## config.mk

```make
export PLATFORM = sky130hd
export DESIGN_NAME = ssec_top
export DESIGN_NICKNAME = d
export VERILOG_FILES = /design/src/shared/ssec_pkg.sv /design/src/design/ssec_top.sv
export SDC_FILE = /design/constraint.sdc
export NUM_CORES = 1
export LEC_CHECK = 0
export BUFFER_PORTS_ARGS = -buffer_cell sky130_fd_sc_hd__buf_2
export CORE_MARGIN = 2
export CORE_UTILIZATION = 35
export CTS_BUF_LIST = sky130_fd_sc_hd__clkbuf_8 sky130_fd_sc_hd__clkbuf_16
export CTS_CLUSTER_DIAMETER = 80
export DETAILED_ROUTE_END_ITERATION = 10
export MAX_ROUTING_LAYER = met4
export SYNTH_ARGS = -nofsm -noshare
export SYNTH_HDL_FRONTEND = slang
export SYNTH_SLANG_ARGS = --single-unit
```

## constraint.sdc

```tcl
create_clock -name i_sys_clk -period 6.1 [get_ports i_sys_clk]
set_input_delay 0.915 -clock i_sys_clk [delete_from_list [all_inputs] [get_ports i_sys_clk]]
set_output_delay 0.915 -clock i_sys_clk [all_outputs]
set_load 0.005 [all_outputs]
```

## src/shared/ssec_pkg.sv

```systemverilog
// Shared constants and carriers for the sensor sync and exposure control.
// Assumes one 100 MHz system clock; registers reached over Avalon-MM.
package ssec_pkg;
  localparam int ADDR_W = 4;
  // Word-index register offsets (byte address = 4 * index)
  localparam logic [ADDR_W-1:0] REG_COMMON_I = 4'h0;
  localparam logic [ADDR_W-1:0] REG_CLKDIV = 4'h1;
  localparam logic [ADDR_W-1:0] REG_CONTROL = 4'h2;
  localparam logic [ADDR_W-1:0] REG_STATUS = 4'h3;
  localparam logic [ADDR_W-1:0] REG_STRAP = 4'h4;
  // Field positions
  localparam int COMMON_SLAVE_BIT = 6;
  localparam int CTRL_SOFT_RESET_BIT = 0;
  localparam int CTRL_SOFT_POWER_DOWN_PIN_BIT = 1;
  localparam int CTRL_PROGRESSIVE_BIT = 2;
  localparam int CTRL_EXPOSURE_REQUEST_EN_BIT = 3;
  // Reset values
  localparam logic [7:0] COMMON_I_RST = 8'h00;
  localparam logic [5:0] CLKDIV_RST = 6'h00;
  localparam logic [7:0] CONTROL_RST = 8'h04;
  // Timing figures
  localparam int PRECHARGE_LINES = 292;
  localparam int PRECHARGE_MULT = 4;
  localparam int PIX_PER_SYSCLK = 2;
  localparam int HSYNC_PERIOD_CLK = 472;
  localparam int FRAME_LINES = 625;
  localparam int DUMMY_LINES = 8;
  localparam int STABLE_VSYNCS = 2;
  localparam int SYNC_STAGES = 2;

  typedef enum logic [2:0] {
    EXP_IDLE, EXP_WAIT_LINE, EXP_PRECHARGE, EXP_INTEGRATE, EXP_DUMMY,
    EXP_STREAM
  } ssec_exp_state_t;

  typedef struct packed {
    logic line_sync;
    logic frame_sync;
  } ssec_sync_t;

  typedef struct packed {
    logic [ADDR_W-1:0] address;
    logic read;
    logic write;
    logic [31:0] writedata;
  } ssec_av_req_t;
endpackage : ssec_pkg
```

## src/design/ssec_top.sv

```systemverilog
// Sync, frame-exposure, reset and power-down control of an image sensor.
// Assumes sync pins arrive asynchronously; Avalon master honours wait.
//
// Summary of operation
// Master by default; common control bit 6 set selects slave sync; here strap bit 0 high makes slave the default.
// In slave mode the master supplies clock and high line sync.
// In slave mode the master drives high frame sync pulses.
// Slave mode releases line and frame sync output drivers.
// Line sync sampled by clock; frame sync sampled on line sync edges.
// Master holds line sync high above six clocks.
// Lines every 472 clocks, frames every 625 lines.
// Frame sync longer than line sync, shorter than 472 clocks.
// Output flagged stable only from the second frame sync onward; in master mode stable is set at once unless halted or reset.
// Frame exposure accepted only in progressive scan.
// Request high precharges the array then integrates while held.
// Precharge lasts 292 times 4 pixel periods, scaled by divider.
// Pixel period scales with the six-bit clock divider field.
// Master holds request beyond precharge plus sync uncertainty.
// Request is synchronised to the line sync rising edge.
// Request falling starts line-by-line frame streaming.
// Eight non-valid lines precede valid lines marked by line valid.
// Reset pin high resets everything to defaults.
// A software command also resets the device.
// Power-down pin halts activity, resets all but bus registers.
// Software power-down suspends activity; clock keeps running here.
// Strap pins sampled at power-up select register defaults.
// Every programmable register is reachable over the bus.
//
// Local design decisions: the register addresses and the Avalon-MM interface to the registers.
`timescale 1ns/100ps
module ssec_top #(
  parameter int STRAP_W = 3
) (
  input wire logic i_sys_clk,
  input wire logic i_rstn,
  input wire logic i_reset_pin,
  input wire logic i_power_down_pin,
  input wire logic [STRAP_W-1:0] i_strap,
  input wire logic i_exposure_request,
  input wire logic i_line_sync_pin,
  input wire logic i_frame_sync_pin,
  output logic o_line_sync_pin,
  output logic o_line_sync_oe,
  output logic o_frame_sync_pin,
  output logic o_frame_sync_oe,
  output logic o_line_valid,
  output logic o_stable,
  input wire logic [ssec_pkg::ADDR_W-1:0] i_avs_address,
  input wire logic i_avs_read,
  input wire logic i_avs_write,
  input wire logic [31:0] i_avs_writedata,
  output logic [31:0] o_avs_readdata,
  output logic o_avs_waitrequest
);
  ssec_pkg::ssec_av_req_t req;
  logic [7:0] common_i;
  logic [5:0] clkdiv;
  logic [7:0] control;
  logic [STRAP_W-1:0] strap;
  logic strap_taken;
  logic [ssec_pkg::SYNC_STAGES-1:0] ls_sync, fs_sync, fx_sync, rp_sync;
  logic [ssec_pkg::SYNC_STAGES-1:0] pd_sync;
  ssec_pkg::ssec_sync_t pin_q;
  logic ls_q_d;
  logic fs_line;
  logic fs_line_d;
  logic [1:0] vs_count;
  logic [9:0] hcnt;
  logic [9:0] vcnt;
  logic int_line, int_frame;
  ssec_pkg::ssec_exp_state_t st;
  logic [17:0] pre_cnt;
  logic [3:0] dummy_cnt;
  logic [9:0] line_cnt;
  logic [9:0] hpos;
  logic line_pulse;
  logic soft_rst, halt, slave, exposure_request_ok;
  logic ack;

  function automatic logic [17:0] precharge_clks(input logic [5:0] div);
    precharge_clks = 18'(ssec_pkg::PRECHARGE_LINES * ssec_pkg::PRECHARGE_MULT
      * ssec_pkg::PIX_PER_SYSCLK * (int'(div) + 1));
  endfunction : precharge_clks

  assign req = '{i_avs_address, i_avs_read, i_avs_write, i_avs_writedata};
  // slave select
  assign slave = common_i[ssec_pkg::COMMON_SLAVE_BIT];
  // soft reset
  assign soft_rst = control[ssec_pkg::CTRL_SOFT_RESET_BIT] | rp_sync[1];
  // clock kept running
  assign halt = pd_sync[1] | control[ssec_pkg::CTRL_SOFT_POWER_DOWN_PIN_BIT];
  // progressive only
  assign exposure_request_ok = control[ssec_pkg::CTRL_PROGRESSIVE_BIT]
    & control[ssec_pkg::CTRL_EXPOSURE_REQUEST_EN_BIT];

  // Two-stage synchronisers for all pins but the straps
  always_ff @(posedge i_sys_clk or negedge i_rstn) begin
    if (!i_rstn) begin
      ls_sync <= '0;
      fs_sync <= '0;
      fx_sync <= '0;
      rp_sync <= '0;
      pd_sync <= '0;
    end else begin
      ls_sync <= {ls_sync[0], i_line_sync_pin};
      fs_sync <= {fs_sync[0], i_frame_sync_pin};
      fx_sync <= {fx_sync[0], i_exposure_request};
      rp_sync <= {rp_sync[0], i_reset_pin};
      pd_sync <= {pd_sync[0], i_power_down_pin};
    end
  end

  // Bus slave: one wait cycle, then acknowledge
  always_ff @(posedge i_sys_clk or negedge i_rstn) begin
    if (!i_rstn) begin
      ack <= 1'b0;
      o_avs_waitrequest <= 1'b1;
    end else begin
      ack <= (req.read | req.write) & ~ack;
      o_avs_waitrequest <= ~((req.read | req.write) & ~ack);
    end
  end

  // strap capture after release
  always_ff @(posedge i_sys_clk or negedge i_rstn) begin
    if (!i_rstn) begin
      strap <= '0;
      strap_taken <= 1'b0;
    end else if (!strap_taken) begin
      strap <= i_strap;
      strap_taken <= 1'b1;
    end
  end

  // R23 register writes
  always_ff @(posedge i_sys_clk or negedge i_rstn) begin
    if (!i_rstn) begin
      common_i <= ssec_pkg::COMMON_I_RST;
      clkdiv <= ssec_pkg::CLKDIV_RST;
      control <= ssec_pkg::CONTROL_RST;
    end else if (rp_sync[1] || control[ssec_pkg::CTRL_SOFT_RESET_BIT]) begin
      // defaults reloaded
      common_i <= ssec_pkg::COMMON_I_RST;
      // strap default kept
      common_i[ssec_pkg::COMMON_SLAVE_BIT] <= strap[0];
      clkdiv <= ssec_pkg::CLKDIV_RST;
      control <= ssec_pkg::CONTROL_RST;
    end else if (!strap_taken) begin
      // strap selects slave default
      common_i[ssec_pkg::COMMON_SLAVE_BIT] <= i_strap[0];
    end else if (req.write && ack) begin
      unique case (req.address)
        ssec_pkg::REG_COMMON_I: common_i <= req.writedata[7:0];
        ssec_pkg::REG_CLKDIV: clkdiv <= req.writedata[5:0];
        ssec_pkg::REG_CONTROL: control <= req.writedata[7:0];
        default: ;
      endcase
    end
  end

  // Read data
  always_ff @(posedge i_sys_clk or negedge i_rstn) begin
    if (!i_rstn) begin
      o_avs_readdata <= '0;
    end else if (req.read && !ack) begin
      unique case (req.address)
        ssec_pkg::REG_COMMON_I: o_avs_readdata <= {24'h0, common_i};
        ssec_pkg::REG_CLKDIV: o_avs_readdata <= {26'h0, clkdiv};
        ssec_pkg::REG_CONTROL: o_avs_readdata <= {24'h0, control};
        ssec_pkg::REG_STATUS: o_avs_readdata <= {26'h0, o_stable,
          o_line_valid, 1'b0, 3'(st)};
        ssec_pkg::REG_STRAP: o_avs_readdata <= 32'(strap);
        default: o_avs_readdata <= '0;
      endcase
    end
  end

  // Internal master timing
  always_ff @(posedge i_sys_clk or negedge i_rstn) begin
    if (!i_rstn) begin
      hcnt <= '0;
      vcnt <= '0;
    end else if (halt || soft_rst) begin
      // power-down clears timing
      hcnt <= '0;
      vcnt <= '0;
    end else if (hcnt == 10'(ssec_pkg::HSYNC_PERIOD_CLK - 1)) begin
      hcnt <= '0;
      vcnt <= (vcnt == 10'(ssec_pkg::FRAME_LINES - 1)) ? '0 : vcnt + 10'h1;
    end else begin
      hcnt <= hcnt + 10'h1;
    end
  end
  assign int_line = (hcnt < 10'h20);
  assign int_frame = (vcnt == 10'h0) && (hcnt < 10'h40);

  // drivers off in slave
  always_ff @(posedge i_sys_clk or negedge i_rstn) begin
    if (!i_rstn) begin
      o_line_sync_oe <= 1'b1;
      o_frame_sync_oe <= 1'b1;
      o_line_sync_pin <= 1'b0;
      o_frame_sync_pin <= 1'b0;
    end else begin
      o_line_sync_oe <= ~slave;
      o_frame_sync_oe <= ~slave;
      o_line_sync_pin <= ~slave & int_line & ~halt;
      o_frame_sync_pin <= ~slave & int_frame & ~halt;
    end
  end

  // frame sync sampled on line edge
  always_ff @(posedge i_sys_clk or negedge i_rstn) begin
    if (!i_rstn) begin
      pin_q <= '0;
      ls_q_d <= 1'b0;
      fs_line <= 1'b0;
      fs_line_d <= 1'b0;
    end else begin
      pin_q <= '{ls_sync[1], fs_sync[1]};
      ls_q_d <= pin_q.line_sync;
      // Stale master capture would hide the first external frame
      if (!slave) begin
        fs_line <= 1'b0;
      end else if (pin_q.line_sync && !ls_q_d) begin
        fs_line <= pin_q.frame_sync;
      end
      fs_line_d <= fs_line;
    end
  end

  assign line_pulse = slave ? (pin_q.line_sync & ~ls_q_d)
    : (hcnt == 10'h0);

  // stable from second frame sync in slave; at once in master
  always_ff @(posedge i_sys_clk or negedge i_rstn) begin
    if (!i_rstn) begin
      vs_count <= '0;
      o_stable <= 1'b0;
    end else if (halt || soft_rst || !slave) begin
      vs_count <= '0;
      o_stable <= ~slave & ~halt & ~soft_rst;
    end else begin
      if (fs_line && !fs_line_d
        && vs_count != 2'(ssec_pkg::STABLE_VSYNCS)) begin
        vs_count <= vs_count + 2'h1;
      end
      // Dropped on entry to slave until two frames are seen
      o_stable <= (vs_count == 2'(ssec_pkg::STABLE_VSYNCS));
    end
  end

  // Exposure sequencer
  always_ff @(posedge i_sys_clk or negedge i_rstn) begin
    if (!i_rstn) begin
      st <= ssec_pkg::EXP_IDLE;
      pre_cnt <= '0;
      dummy_cnt <= '0;
      line_cnt <= '0;
    end else if (halt || soft_rst) begin
      st <= ssec_pkg::EXP_IDLE;
      pre_cnt <= '0;
      dummy_cnt <= '0;
      line_cnt <= '0;
    end else begin
      unique case (st)
        ssec_pkg::EXP_IDLE: begin
          // progressive gate
          if (exposure_request_ok && fx_sync[1]) begin
            st <= ssec_pkg::EXP_WAIT_LINE;
          end
        end
        ssec_pkg::EXP_WAIT_LINE: begin
          // start on line edge
          if (!fx_sync[1]) begin
            st <= ssec_pkg::EXP_IDLE;
          end else if (line_pulse) begin
            st <= ssec_pkg::EXP_PRECHARGE;
            // divider-scaled time
            pre_cnt <= precharge_clks(clkdiv);
          end
        end
        ssec_pkg::EXP_PRECHARGE: begin
          // precharge then integrate
          if (pre_cnt <= 18'h1) begin
            st <= ssec_pkg::EXP_INTEGRATE;
          end
          pre_cnt <= pre_cnt - 18'h1;
        end
        ssec_pkg::EXP_INTEGRATE: begin
          // fall starts readout
          if (!fx_sync[1]) begin
            st <= ssec_pkg::EXP_DUMMY;
            dummy_cnt <= '0;
          end
        end
        ssec_pkg::EXP_DUMMY: begin
          // eight non-valid lines
          if (line_pulse) begin
            if (dummy_cnt == 4'(ssec_pkg::DUMMY_LINES - 1)) begin
              st <= ssec_pkg::EXP_STREAM;
              line_cnt <= '0;
            end
            dummy_cnt <= dummy_cnt + 4'h1;
          end
        end
        ssec_pkg::EXP_STREAM: begin
          if (line_pulse) begin
            if (line_cnt == 10'(ssec_pkg::PRECHARGE_LINES - 1)) begin
              st <= ssec_pkg::EXP_IDLE;
            end
            line_cnt <= line_cnt + 10'h1;
          end
        end
        default: st <= ssec_pkg::EXP_IDLE;
      endcase
    end
  end

  // line valid marking
  always_ff @(posedge i_sys_clk or negedge i_rstn) begin
    if (!i_rstn) begin
      hpos <= '0;
      o_line_valid <= 1'b0;
    end else begin
      hpos <= line_pulse ? '0 : hpos + 10'h1;
      o_line_valid <= (st == ssec_pkg::EXP_STREAM) && !line_pulse
        && (hpos < 10'h160);
    end
  end
endmodule : ssec_top

```

==> results of run 1 <==
## worst max-delay path: stages, from the launching register on
cell                       delay (ns)
sky130_fd_sc_hd__dfrtp_1         0.53
sky130_fd_sc_hd__ha_1            0.24
sky130_fd_sc_hd__nand3_1         0.12
sky130_fd_sc_hd__nor2_1          0.20
sky130_fd_sc_hd__ha_1            0.27
sky130_fd_sc_hd__ha_1            0.31
sky130_fd_sc_hd__inv_1           0.06
sky130_fd_sc_hd__fa_1            0.39
sky130_fd_sc_hd__inv_1           0.07
sky130_fd_sc_hd__ha_1            0.16
sky130_fd_sc_hd__nand3b_1        0.12
sky130_fd_sc_hd__a211oi_1        0.32
sky130_fd_sc_hd__a31oi_1         0.15
sky130_fd_sc_hd__xnor2_1         0.24
sky130_fd_sc_hd__nand2_1         0.10
sky130_fd_sc_hd__a31oi_1         0.19
## stage by stage
step           instances  hold WS (ns)  area [µm²]  total power [µW]   util
2_1_floorplan        717         0.331        6760               927      -
3_3_place_gp         944         0.332        6970               963  0.373
3_5_place_dp         944         0.335        6970               964  0.373
4_1_cts              976         0.354        7560              1970  0.404
5_1_grt              976         0.364        7560              2020  0.404
6_report             976         0.353        7560              1940  0.404
## logic make-up (layout without fill, tap and decap cells)
family                   count (synthesis)  after routing  synth area share
AND/OR/NAND/NOR                        264            264             0.187
AO/OA/AOI/OAI                          133            133             0.127
flip-flops                             123            123             0.462
buffers and inverters                   69             94            0.0561
multiplexers                            40             40            0.0647
adder cells (fa/ha/maj)                 32             32            0.0612
XOR/XNOR                                31             31            0.0407
other                                    2             25           0.00113
## worst paths after layout
check / start / endpoint / slack, ns / cells after the start
max: clkdiv[0]$_DFFE_PN0P_ / pre_cnt[17]$_DFFE_PN0P_ / 2.56 / 15
min: pd_sync[0]$_DFF_PN0_ / pd_sync[1]$_DFF_PN0_ / 0.35 / 0
max reg2reg: clkdiv[0]$_DFFE_PN0P_ / pre_cnt[17]$_DFFE_PN0P_ / 2.56 / 15
min reg2reg: pd_sync[0]$_DFF_PN0_ / pd_sync[1]$_DFF_PN0_ / 0.35 / 0
max in group asynchronous: i_rstn / common_i[5]$_DFFE_PN0P_ / 4.22 / 2
min in group asynchronous: i_rstn / pre_cnt[14]$_DFFE_PN0P_ / 0.57 / 1
## layer usage
layer  track usage  up-vias  routed length (µm)
met5             -        -                   0
met4        0.0526        0                 226
met1         0.206     2422                6900
met3        0.0347       15                 494
met2         0.232       76                6610
li1              -     2474                   -
## synthesized netlist by cell type (all sizes together) (2+ instances only)
| master | n |
|---|---|
| nor2b | 4 |
| xnor2 | 15 |
| and3 | 13 |
| conb | 2 |
| a32o | 2 |
| nand2b | 9 |
| nand2 | 60 |
| mux2 | 5 |
| dfstp | 3 |
| or3 | 3 |
| buf | 31 |
| o31ai | 5 |
| a22o | 10 |
| inv | 21 |
| ha | 31 |
| clkbuf | 17 |
| mux2i | 33 |
| xor2 | 16 |
| a2111oi | 3 |
| and4 | 3 |
| o22ai | 5 |
| mux4 | 2 |
| a31oi | 11 |
| nor4 | 16 |
| o21a | 2 |
| dfrtp | 120 |
| o21ai | 62 |
| nand3 | 27 |
| or2 | 5 |
| nor3b | 4 |
| nor2 | 96 |
| nor3 | 11 |
| nand3b | 6 |
| a21oi | 17 |
| nand4 | 5 |
| a211oi | 6 |
| a21o | 2 |
## power breakdown
group	total (µW)	switching [µW]	internal (µW)
registers	850	13.6	836
clock network	995	408	586
logic	97.2	65.9	31.2
total	1940	488	1450
## state kept, by name (all words and copies together) (netlist names), 3 cells and up
| name | flops |
|---|---|
| clkdiv | 6 |
| common_i | 8 |
| control | 8 |
| dummy_cnt | 4 |
| hcnt | 10 |
| hpos | 10 |
| line_cnt | 10 |
| o_avs_readdata | 8 |
| pre_cnt | 18 |
| st | 3 |
| strap | 3 |
| vcnt | 10 |
## cell type report
cell class / instances / area, µm² / share of cell area
flip-flops and latches: 123 / 3080 / 0.408
repair buffers: 41 / 215 / 0.0285
inverters: 21 / 78.8 / 0.0104
clock inverters: 14 / 148 / 0.0195
multi-input cells: 525 / 3300 / 0.437
clock buffers: 18 / 439 / 0.0581
well taps: 234 / 293 / 0.0387
==> impl_metrics.prom, run 1 <==
# TYPE chip_impl_metric gauge
chip_impl_metric{name="grt_pass1_wl",unit="mm"} 24.0
chip_impl_metric{name="cts_setup_buffers",unit=""} 0
chip_impl_metric{name="maxCapViolations",unit=""} 0
chip_impl_info{name="synth_top_area_cell",value="sky130_fd_sc_hd__dfrtp_1"} 1
chip_impl_metric{name="cp_data_required_time",unit="ns"} 6.43
chip_impl_metric{name="yosysSeqAreaShare",unit=""} 0.462
chip_impl_metric{name="std_cell_rows",unit=""} 50
chip_impl_metric{name="grt_antenna_before_repair",unit=""} 0
chip_impl_metric{name="finalWorstPathRequiredPeriod",unit="ns"} 3.54
chip_impl_metric{name="synth.cell_area",unit="µm²"} 6670
chip_impl_metric{name="vias_per_cell",unit=""} 5.11
chip_impl_metric{name="cts_max_level",unit=""} 4
chip_impl_info{name="unrepaired_setup_endpoints_after_global_routing",value="no"} 1
chip_impl_metric{name="postSynth.asyncResetShare",unit=""} 1.00
chip_impl_metric{name="static_power_due_to_leakage",unit="µW"} 0.00361
chip_impl_metric{name="ir_drop",unit="µV"} 244
chip_impl_metric{name="ys_ff_latch",unit=""} 123
chip_impl_info{name="start_kind",value="flip-flop"} 1
chip_impl_metric{name="diodes",unit=""} 0
chip_impl_metric{name="place.detailed.hpwl",unit="mm"} 9.81
chip_impl_metric{name="drive_gt1_frac",unit=""} 0.128
chip_impl_metric{name="number_of_i_o_port_buffers",unit=""} 38
chip_impl_metric{name="die_width",unit="µm"} 142
chip_impl_metric{name="core_region_area",unit="µm²"} 18700
chip_impl_metric{name="nFillCells",unit=""} 1792
chip_impl_metric{name="ant_nets",unit=""} 0
chip_impl_metric{name="syn2layout_area_growth",unit="%"} 13.4
chip_impl_metric{name="timing.final.crit_share",unit=""} 0.581
chip_impl_info{name="setup.worst_path.class",value="flip-flop to flip-flop"} 1
chip_impl_metric{name="cts_inserted_buffers",unit=""} 17
chip_impl_metric{name="start_util",unit=""} 0.357
chip_impl_metric{name="timing.final.hold_violations",unit=""} 0
chip_impl_metric{name="path_max_fanout",unit=""} 8
chip_impl_metric{name="grt_max_degree",unit=""} 68
chip_impl_metric{name="die_h",unit="µm"} 142
chip_impl_metric{name="die-area",unit="µm²"} 20200
chip_impl_metric{name="finalWeightedCongestion",unit=""} 0.795
chip_impl_metric{name="timing.final.ws_setup",unit="ns"} 2.56
chip_impl_metric{name="total_congestion_overflow_after_global_routing",unit=""} 0
chip_impl_info{name="timing.hold.worst.class",value="flip-flop to flip-flop"} 1
chip_impl_metric{name="dr.first_iter.drc_count",unit=""} 273
chip_impl_info{name="tritoncts",value="yes"} 1
chip_impl_metric{name="drt_first_pass_iters",unit=""} 4
chip_impl_metric{name="worst_clock_skew",unit="ns"} 0.0171
chip_impl_info{name="main_flop_type_after_synthesis",value="sky130_fd_sc_hd__dfrtp_1"} 1
chip_impl_metric{name="gr-usage-all-layers",unit=""} 0.154
chip_impl_metric{name="tightestPinTransition",unit="ns"} 0.997
chip_impl_info{name="cts-root-buf",value="sky130_fd_sc_hd__clkbuf_16"} 1
chip_impl_metric{name="clk_path_buf_depth",unit=""} 2
chip_impl_metric{name="drt_drc_violations_left",unit=""} 0
chip_impl_metric{name="clk_pin_slew",unit="ns"} 0.06
chip_impl_info{name="setup.worst_path.end_class",value="flip-flop"} 1
chip_impl_metric{name="synth_largest_type_area_fraction",unit=""} 0.450
chip_impl_info{name="synth.top_cells.by_area",value="sky130_fd_sc_hd__dfrtp_1 (45%), sky130_fd_sc_hd__ha_1 (5.8%), sky130_fd_sc_hd__nor2_1 (5.4%), sky130_fd_sc_hd__mux2i_1 (5.0%), sky130_fd_sc_hd__o21ai_0 (4.0%)"} 1
chip_impl_metric{name="setup-tns-final",unit="ns"} 0
chip_impl_metric{name="timing.final.setup_violations",unit=""} 0
chip_impl_metric{name="ys_warn_count",unit=""} 0
chip_impl_info{name="layout_common_cells",value="sky130_fd_sc_hd__dfrtp_1 (120), sky130_fd_sc_hd__nor2_1 (96), sky130_fd_sc_hd__nand2_1 (60), sky130_fd_sc_hd__o21ai_0 (53), sky130_fd_sc_hd__buf_2 (37)"} 1
chip_impl_metric{name="clock-sinks",unit=""} 123
chip_impl_metric{name="max-slew-margin-rel",unit=""} 0.330
chip_impl_metric{name="maxSlewViolCount",unit=""} 0
chip_impl_metric{name="final_net_count",unit=""} 809
chip_impl_metric{name="post_synth_num_cell_types",unit=""} 57
chip_impl_metric{name="number_of_global_route_vias_before_repair",unit=""} 4798
chip_impl_metric{name="arrival",unit="ns"} 3.87
chip_impl_metric{name="postSynthCellCount",unit=""} 694
chip_impl_metric{name="maxClockFrequency",unit="GHz"} 0.282
chip_impl_metric{name="finalWirelength",unit="mm"} 14.2
chip_impl_info{name="status",value="finished clean"} 1
chip_impl_metric{name="post_cts_resized",unit=""} 0
chip_impl_metric{name="place_worst_setup_slack",unit="ns"} 2.54
chip_impl_metric{name="power.density_cell_area",unit="nW/µm²"} 257
chip_impl_metric{name="post_synth.cell_area_avg",unit="µm²"} 9.61
chip_impl_metric{name="route.detailed.wl_per_inst",unit="µm"} 14.6
chip_impl_metric{name="vias",unit=""} 4987
chip_impl_metric{name="worstSkewPairLatency",unit="ns"} 0.42
chip_impl_metric{name="synth_enable_flop_cells",unit=""} 0
chip_impl_info{name="final_common_cell",value="sky130_fd_sc_hd__dfrtp_1"} 1
chip_impl_metric{name="design.portCount",unit=""} 87
chip_impl_metric{name="cts.hold.buffers_added",unit=""} 0
No activity file was read; power rests on OpenSTA's default activity.
==> run 2, diff against run 1 <==
ABC_AREA = 1   (was default)
clock period = 3.1 ns   (was 6.1 ns; I/O delays follow)
==> run 2 against run 1 <==
Non-clock buffer count up 15; core utilization up 1.4 points; via count up 19%; clock skew down 0.0021 ns; die area up 4.4%; critical endpoint unchanged; power up 120%; worst hold slack worse by 0.21 ns; combinational power rose to 5.1 times the previous value; clock power up 110%; register-to-register slack worse by 2.4 ns; largest cell class unchanged.
==> impl_metrics.prom, run 2 <==
# TYPE chip_impl_metric gauge
chip_impl_info{name="worstHoldStart",value="i_frame_sync_pin"} 1
chip_impl_metric{name="cts_inserted_buffers",unit=""} 17
chip_impl_metric{name="diodes",unit=""} 0
chip_impl_metric{name="start_util",unit=""} 0.357
chip_impl_metric{name="ys_ff_latch",unit=""} 123
chip_impl_metric{name="utilization",unit=""} 0.419
chip_impl_info{name="synth_top_area_cell",value="sky130_fd_sc_hd__dfrtp_1"} 1
chip_impl_metric{name="postSynthCellCount",unit=""} 907
chip_impl_info{name="synth_most_common_cell",value="sky130_fd_sc_hd__nand2_1"} 1
chip_impl_metric{name="post_layout_power",unit="µW"} 4310
chip_impl_metric{name="clk_path_buf_depth",unit=""} 2
chip_impl_metric{name="timing.final.crit_share",unit=""} 0.944
chip_impl_metric{name="maxSlewViolCount",unit=""} 0
chip_impl_metric{name="arrival",unit="ns"} 3.23
chip_impl_metric{name="maxCapViolations",unit=""} 0
chip_impl_metric{name="die_h",unit="µm"} 145
chip_impl_metric{name="clk_pin_slew",unit="ns"} 0.06
chip_impl_info{name="regMostFlops",value="pre_cnt"} 1
chip_impl_metric{name="design.portCount",unit=""} 87
chip_impl_metric{name="gr-usage-all-layers",unit=""} 0.158
chip_impl_metric{name="syn2layout_area_growth",unit="%"} 17.2
chip_impl_metric{name="ir_drop",unit="µV"} 424
chip_impl_metric{name="timing.final.hold_violations",unit=""} 0
chip_impl_metric{name="tightestPinTransition",unit="ns"} 0.734
chip_impl_metric{name="grt_antenna_before_repair",unit=""} 0
chip_impl_metric{name="clock-sinks",unit=""} 123
chip_impl_metric{name="drt_drc_violations_left",unit=""} 0
chip_impl_metric{name="flop_to_flop_setup_slack",unit="ns"} 0.18
chip_impl_metric{name="std_cell_rows",unit=""} 51
chip_impl_metric{name="core_region_area",unit="µm²"} 19500
chip_impl_info{name="endpoint_of_the_worst_slack_reg_to_reg_timing_path",value="pre_cnt[17]$_DFFE_PN0P_"} 1
chip_impl_metric{name="cts_max_level",unit=""} 4
chip_impl_metric{name="finalWeightedCongestion",unit=""} 0.861
chip_impl_info{name="main_flop_type_after_synthesis",value="sky130_fd_sc_hd__dfrtp_1"} 1
chip_impl_metric{name="worst_clock_skew",unit="ns"} 0.0150
chip_impl_metric{name="worst-r2r-cell-count",unit=""} 17
chip_impl_metric{name="synth_largest_type_area_fraction",unit=""} 0.431
chip_impl_info{name="status",value="finished clean"} 1
chip_impl_metric{name="ys_warn_count",unit=""} 0
chip_impl_metric{name="cp_data_required_time",unit="ns"} 3.41
chip_impl_metric{name="hold_ws",unit="ns"} 0.140
chip_impl_metric{name="maxClockFrequency",unit="GHz"} 0.342
chip_impl_metric{name="vias_per_cell",unit=""} 4.77
chip_impl_info{name="layout_common_cells",value="sky130_fd_sc_hd__nand2_1 (231), sky130_fd_sc_hd__dfrtp_1 (120), sky130_fd_sc_hd__inv_1 (104), sky130_fd_sc_hd__nor2_1 (102), sky130_fd_sc_hd__o21ai_0 (77)"} 1
chip_impl_metric{name="place.detailed.hpwl",unit="mm"} 11.2
chip_impl_info{name="setup.worst_path.class",value="flip-flop to flip-flop"} 1
chip_impl_metric{name="grt_max_degree",unit=""} 59
chip_impl_info{name="critical-path-top-cell-by-count",value="sky130_fd_sc_hd__nand2_1"} 1
chip_impl_metric{name="cpPeakStageDelay",unit="ns"} 0.42
chip_impl_metric{name="synth.cell_area",unit="µm²"} 6970
chip_impl_info{name="slowest_stage",value="sky130_fd_sc_hd__dfrtp_1"} 1
chip_impl_info{name="synthTopCellsByCount",value="sky130_fd_sc_hd__nand2_1 (231), sky130_fd_sc_hd__dfrtp_1 (120), sky130_fd_sc_hd__inv_1 (106)"} 1
chip_impl_metric{name="drive_gt1_frac",unit=""} 0.120
chip_impl_info{name="synth.top_cells.by_area",value="sky130_fd_sc_hd__dfrtp_1 (43%), sky130_fd_sc_hd__nand2_1 (12%), sky130_fd_sc_hd__inv_1 (5.7%), sky130_fd_sc_hd__ha_1 (5.6%), sky130_fd_sc_hd__nor2_1 (5.5%)"} 1
chip_impl_metric{name="final-instance-count-excl-fill",unit=""} 1243
chip_impl_metric{name="die_width",unit="µm"} 145
chip_impl_metric{name="worstSkewPairLatency",unit="ns"} 0.43
chip_impl_metric{name="postSynth.asyncResetShare",unit=""} 1.00
chip_impl_info{name="final_common_cell",value="sky130_fd_sc_hd__nand2_1"} 1
chip_impl_metric{name="synth_enable_flop_cells",unit=""} 0
chip_impl_metric{name="number_of_global_route_vias_before_repair",unit=""} 5690
chip_impl_metric{name="route.detailed.wl_per_inst",unit="µm"} 12.5
chip_impl_info{name="cts-root-buf",value="sky130_fd_sc_hd__clkbuf_16"} 1
chip_impl_metric{name="finalWirelength",unit="mm"} 15.5
chip_impl_metric{name="power.density_cell_area",unit="nW/µm²"} 527
chip_impl_info{name="timing.hold.worst.class",value="primary input to flip-flop"} 1
chip_impl_metric{name="timing.final.setup_violations",unit=""} 0
chip_impl_metric{name="ant_nets",unit=""} 0
chip_impl_info{name="regToRegStartpoint",value="clkdiv[1]$_DFFE_PN0P_"} 1
chip_impl_metric{name="finalWorstPathRequiredPeriod",unit="ns"} 2.92
chip_impl_metric{name="yosysSeqAreaShare",unit=""} 0.442
chip_impl_info{name="setup.worst_path.end_class",value="flip-flop"} 1
chip_impl_info{name="hold-path-endpoint",value="fs_sync[0]$_DFF_PN0_"} 1
chip_impl_metric{name="dr.first_iter.drc_count",unit=""} 344
chip_impl_metric{name="min_delay_path_depth",unit=""} 1
chip_impl_metric{name="total_congestion_overflow_after_global_routing",unit=""} 0
chip_impl_info{name="start_kind",value="flip-flop"} 1
chip_impl_metric{name="vias",unit=""} 5932
chip_impl_metric{name="path_max_fanout",unit=""} 4
chip_impl_metric{name="largest_reg_flops",unit=""} 18
chip_impl_metric{name="drt_first_pass_iters",unit=""} 5
chip_impl_info{name="critical_path.cell_chain",value="ha_4, nand3_2, xor2_1, inv_1, ha_1, ha_1, ha_1, ha_4, nand3_1, nand2_1, nand2_1, nand2_1, inv_1, nand2_1, nand3_1, nand3_1, nand2_1"} 1
chip_impl_metric{name="post_synth_num_cell_types",unit=""} 46
chip_impl_metric{name="grt_pass1_wl",unit="mm"} 26.5
chip_impl_metric{name="post_synth.cell_area_avg",unit="µm²"} 7.69
chip_impl_metric{name="die-area",unit="µm²"} 21100
chip_impl_metric{name="place.detailed.instances",unit=""} 1207
chip_impl_metric{name="final_net_count",unit=""} 1045
chip_impl_info{name="tritoncts",value="yes"} 1
chip_impl_metric{name="number_of_i_o_port_buffers",unit=""} 38
chip_impl_metric{name="max-slew-margin-rel",unit=""} 0.511
chip_impl_metric{name="static_power_due_to_leakage",unit="µW"} 0.00407
-- run 2: layer usage --
layer,up-vias,part of all wire,track usage
met5,-,0,-
met4,0,0.0095,0.0480
met3,16,0.036,0.0349
met2,96,0.47,0.246
met1,2791,0.48,0.206
li1,3029,-,-
-- run 2: worst max-delay path, delay by kind of cell (launching register included) --
family | cells | cell delay [ns]
DFF | 1 | 0.42
adders and majority gates | 5 | 1.39
xor gates and xnor gates | 1 | 0.14
and+or+nand+nor | 9 | 0.73
buffers and inverters | 2 | 0.13
-- run 2: area by class of cell --
class	instances	area (µm²)
Sequential cell	123	3080
Inverter	111	417
Clock inverter	14	185
Timing Repair Buffer	56	343
Fill cell	2015	11400
Tap cell	265	332
Clock buffer	18	439
Multi-Input combinational cell	656	3380
-- run 2: cells by family (layout without fill, tap and decap cells) --
group	count (synthesis)	count (layout)	share of synthesized area
AOI/OAI and AO/OA	139	139	0.109
xor gates and xnor gates	14	14	0.0176
other	2	25	0.00108
and+or+nand+nor	446	446	0.274
DFF	123	123	0.442
buffers and inverters	151	199	0.0983
adders and majority gates	32	32	0.0585
-- run 2: what timing repair did --
action,4_1_cts,5_1_grt
endpoints found under the hold margin,28,0
hold buffers,1,0
pin swaps,0,4
resized for setup,0,14
setup endpoints to repair,1,7
buffers inserted,1,2
-- run 2: worst max path at each step --
| stage | start | endpoint | slack (ns) | cells after the start |
|---|---|---|---|---|
| final | clkdiv[1]$_DFFE_PN0P_ | pre_cnt[17]$_DFFE_PN0P_ | 0.18 | 17 |
| after global routing | clkdiv[1]$_DFFE_PN0P_ | pre_cnt[17]$_DFFE_PN0P_ | -0.01 | 16 |
| after CTS | clkdiv[0]$_DFFE_PN0P_ | pre_cnt[17]$_DFFE_PN0P_ | 0.01 | 19 |
| after detailed placement | clkdiv[1]$_DFFE_PN0P_ | pre_cnt[17]$_DFFE_PN0P_ | -0.005 | 19 |
| after global placement | clkdiv[1]$_DFFE_PN0P_ | pre_cnt[17]$_DFFE_PN0P_ | 0.03 | 19 |
| after floorplan | clkdiv[0]$_DFFE_PN0P_ | pre_cnt[14]$_DFFE_PN0P_ | 0.24 | 19 |
-- run 2: through the flow --
| step | setup TNS (ns) | area (µm²) | worst slack, ns |
|---|---|---|---|
| CTS | 0 | 8070 | 0.0137 |
| floorplan | 0 | 7060 | 0.242 |
| detailed placement | -0.00472 | 7430 | -0.00472 |
| global placement | 0 | 7430 | 0.0324 |
| finish | 0 | 8170 | 0.175 |
| global route | -0.0109 | 8170 | -0.0109 |
-- run 2: power breakdown --
part / total, µW / internal [µW] / switching [µW]
registers: 1720 / 1670 / 45.0
logic: 497 / 182 / 315
clock network: 2090 / 1300 / 789
total: 4310 / 3160 / 1150
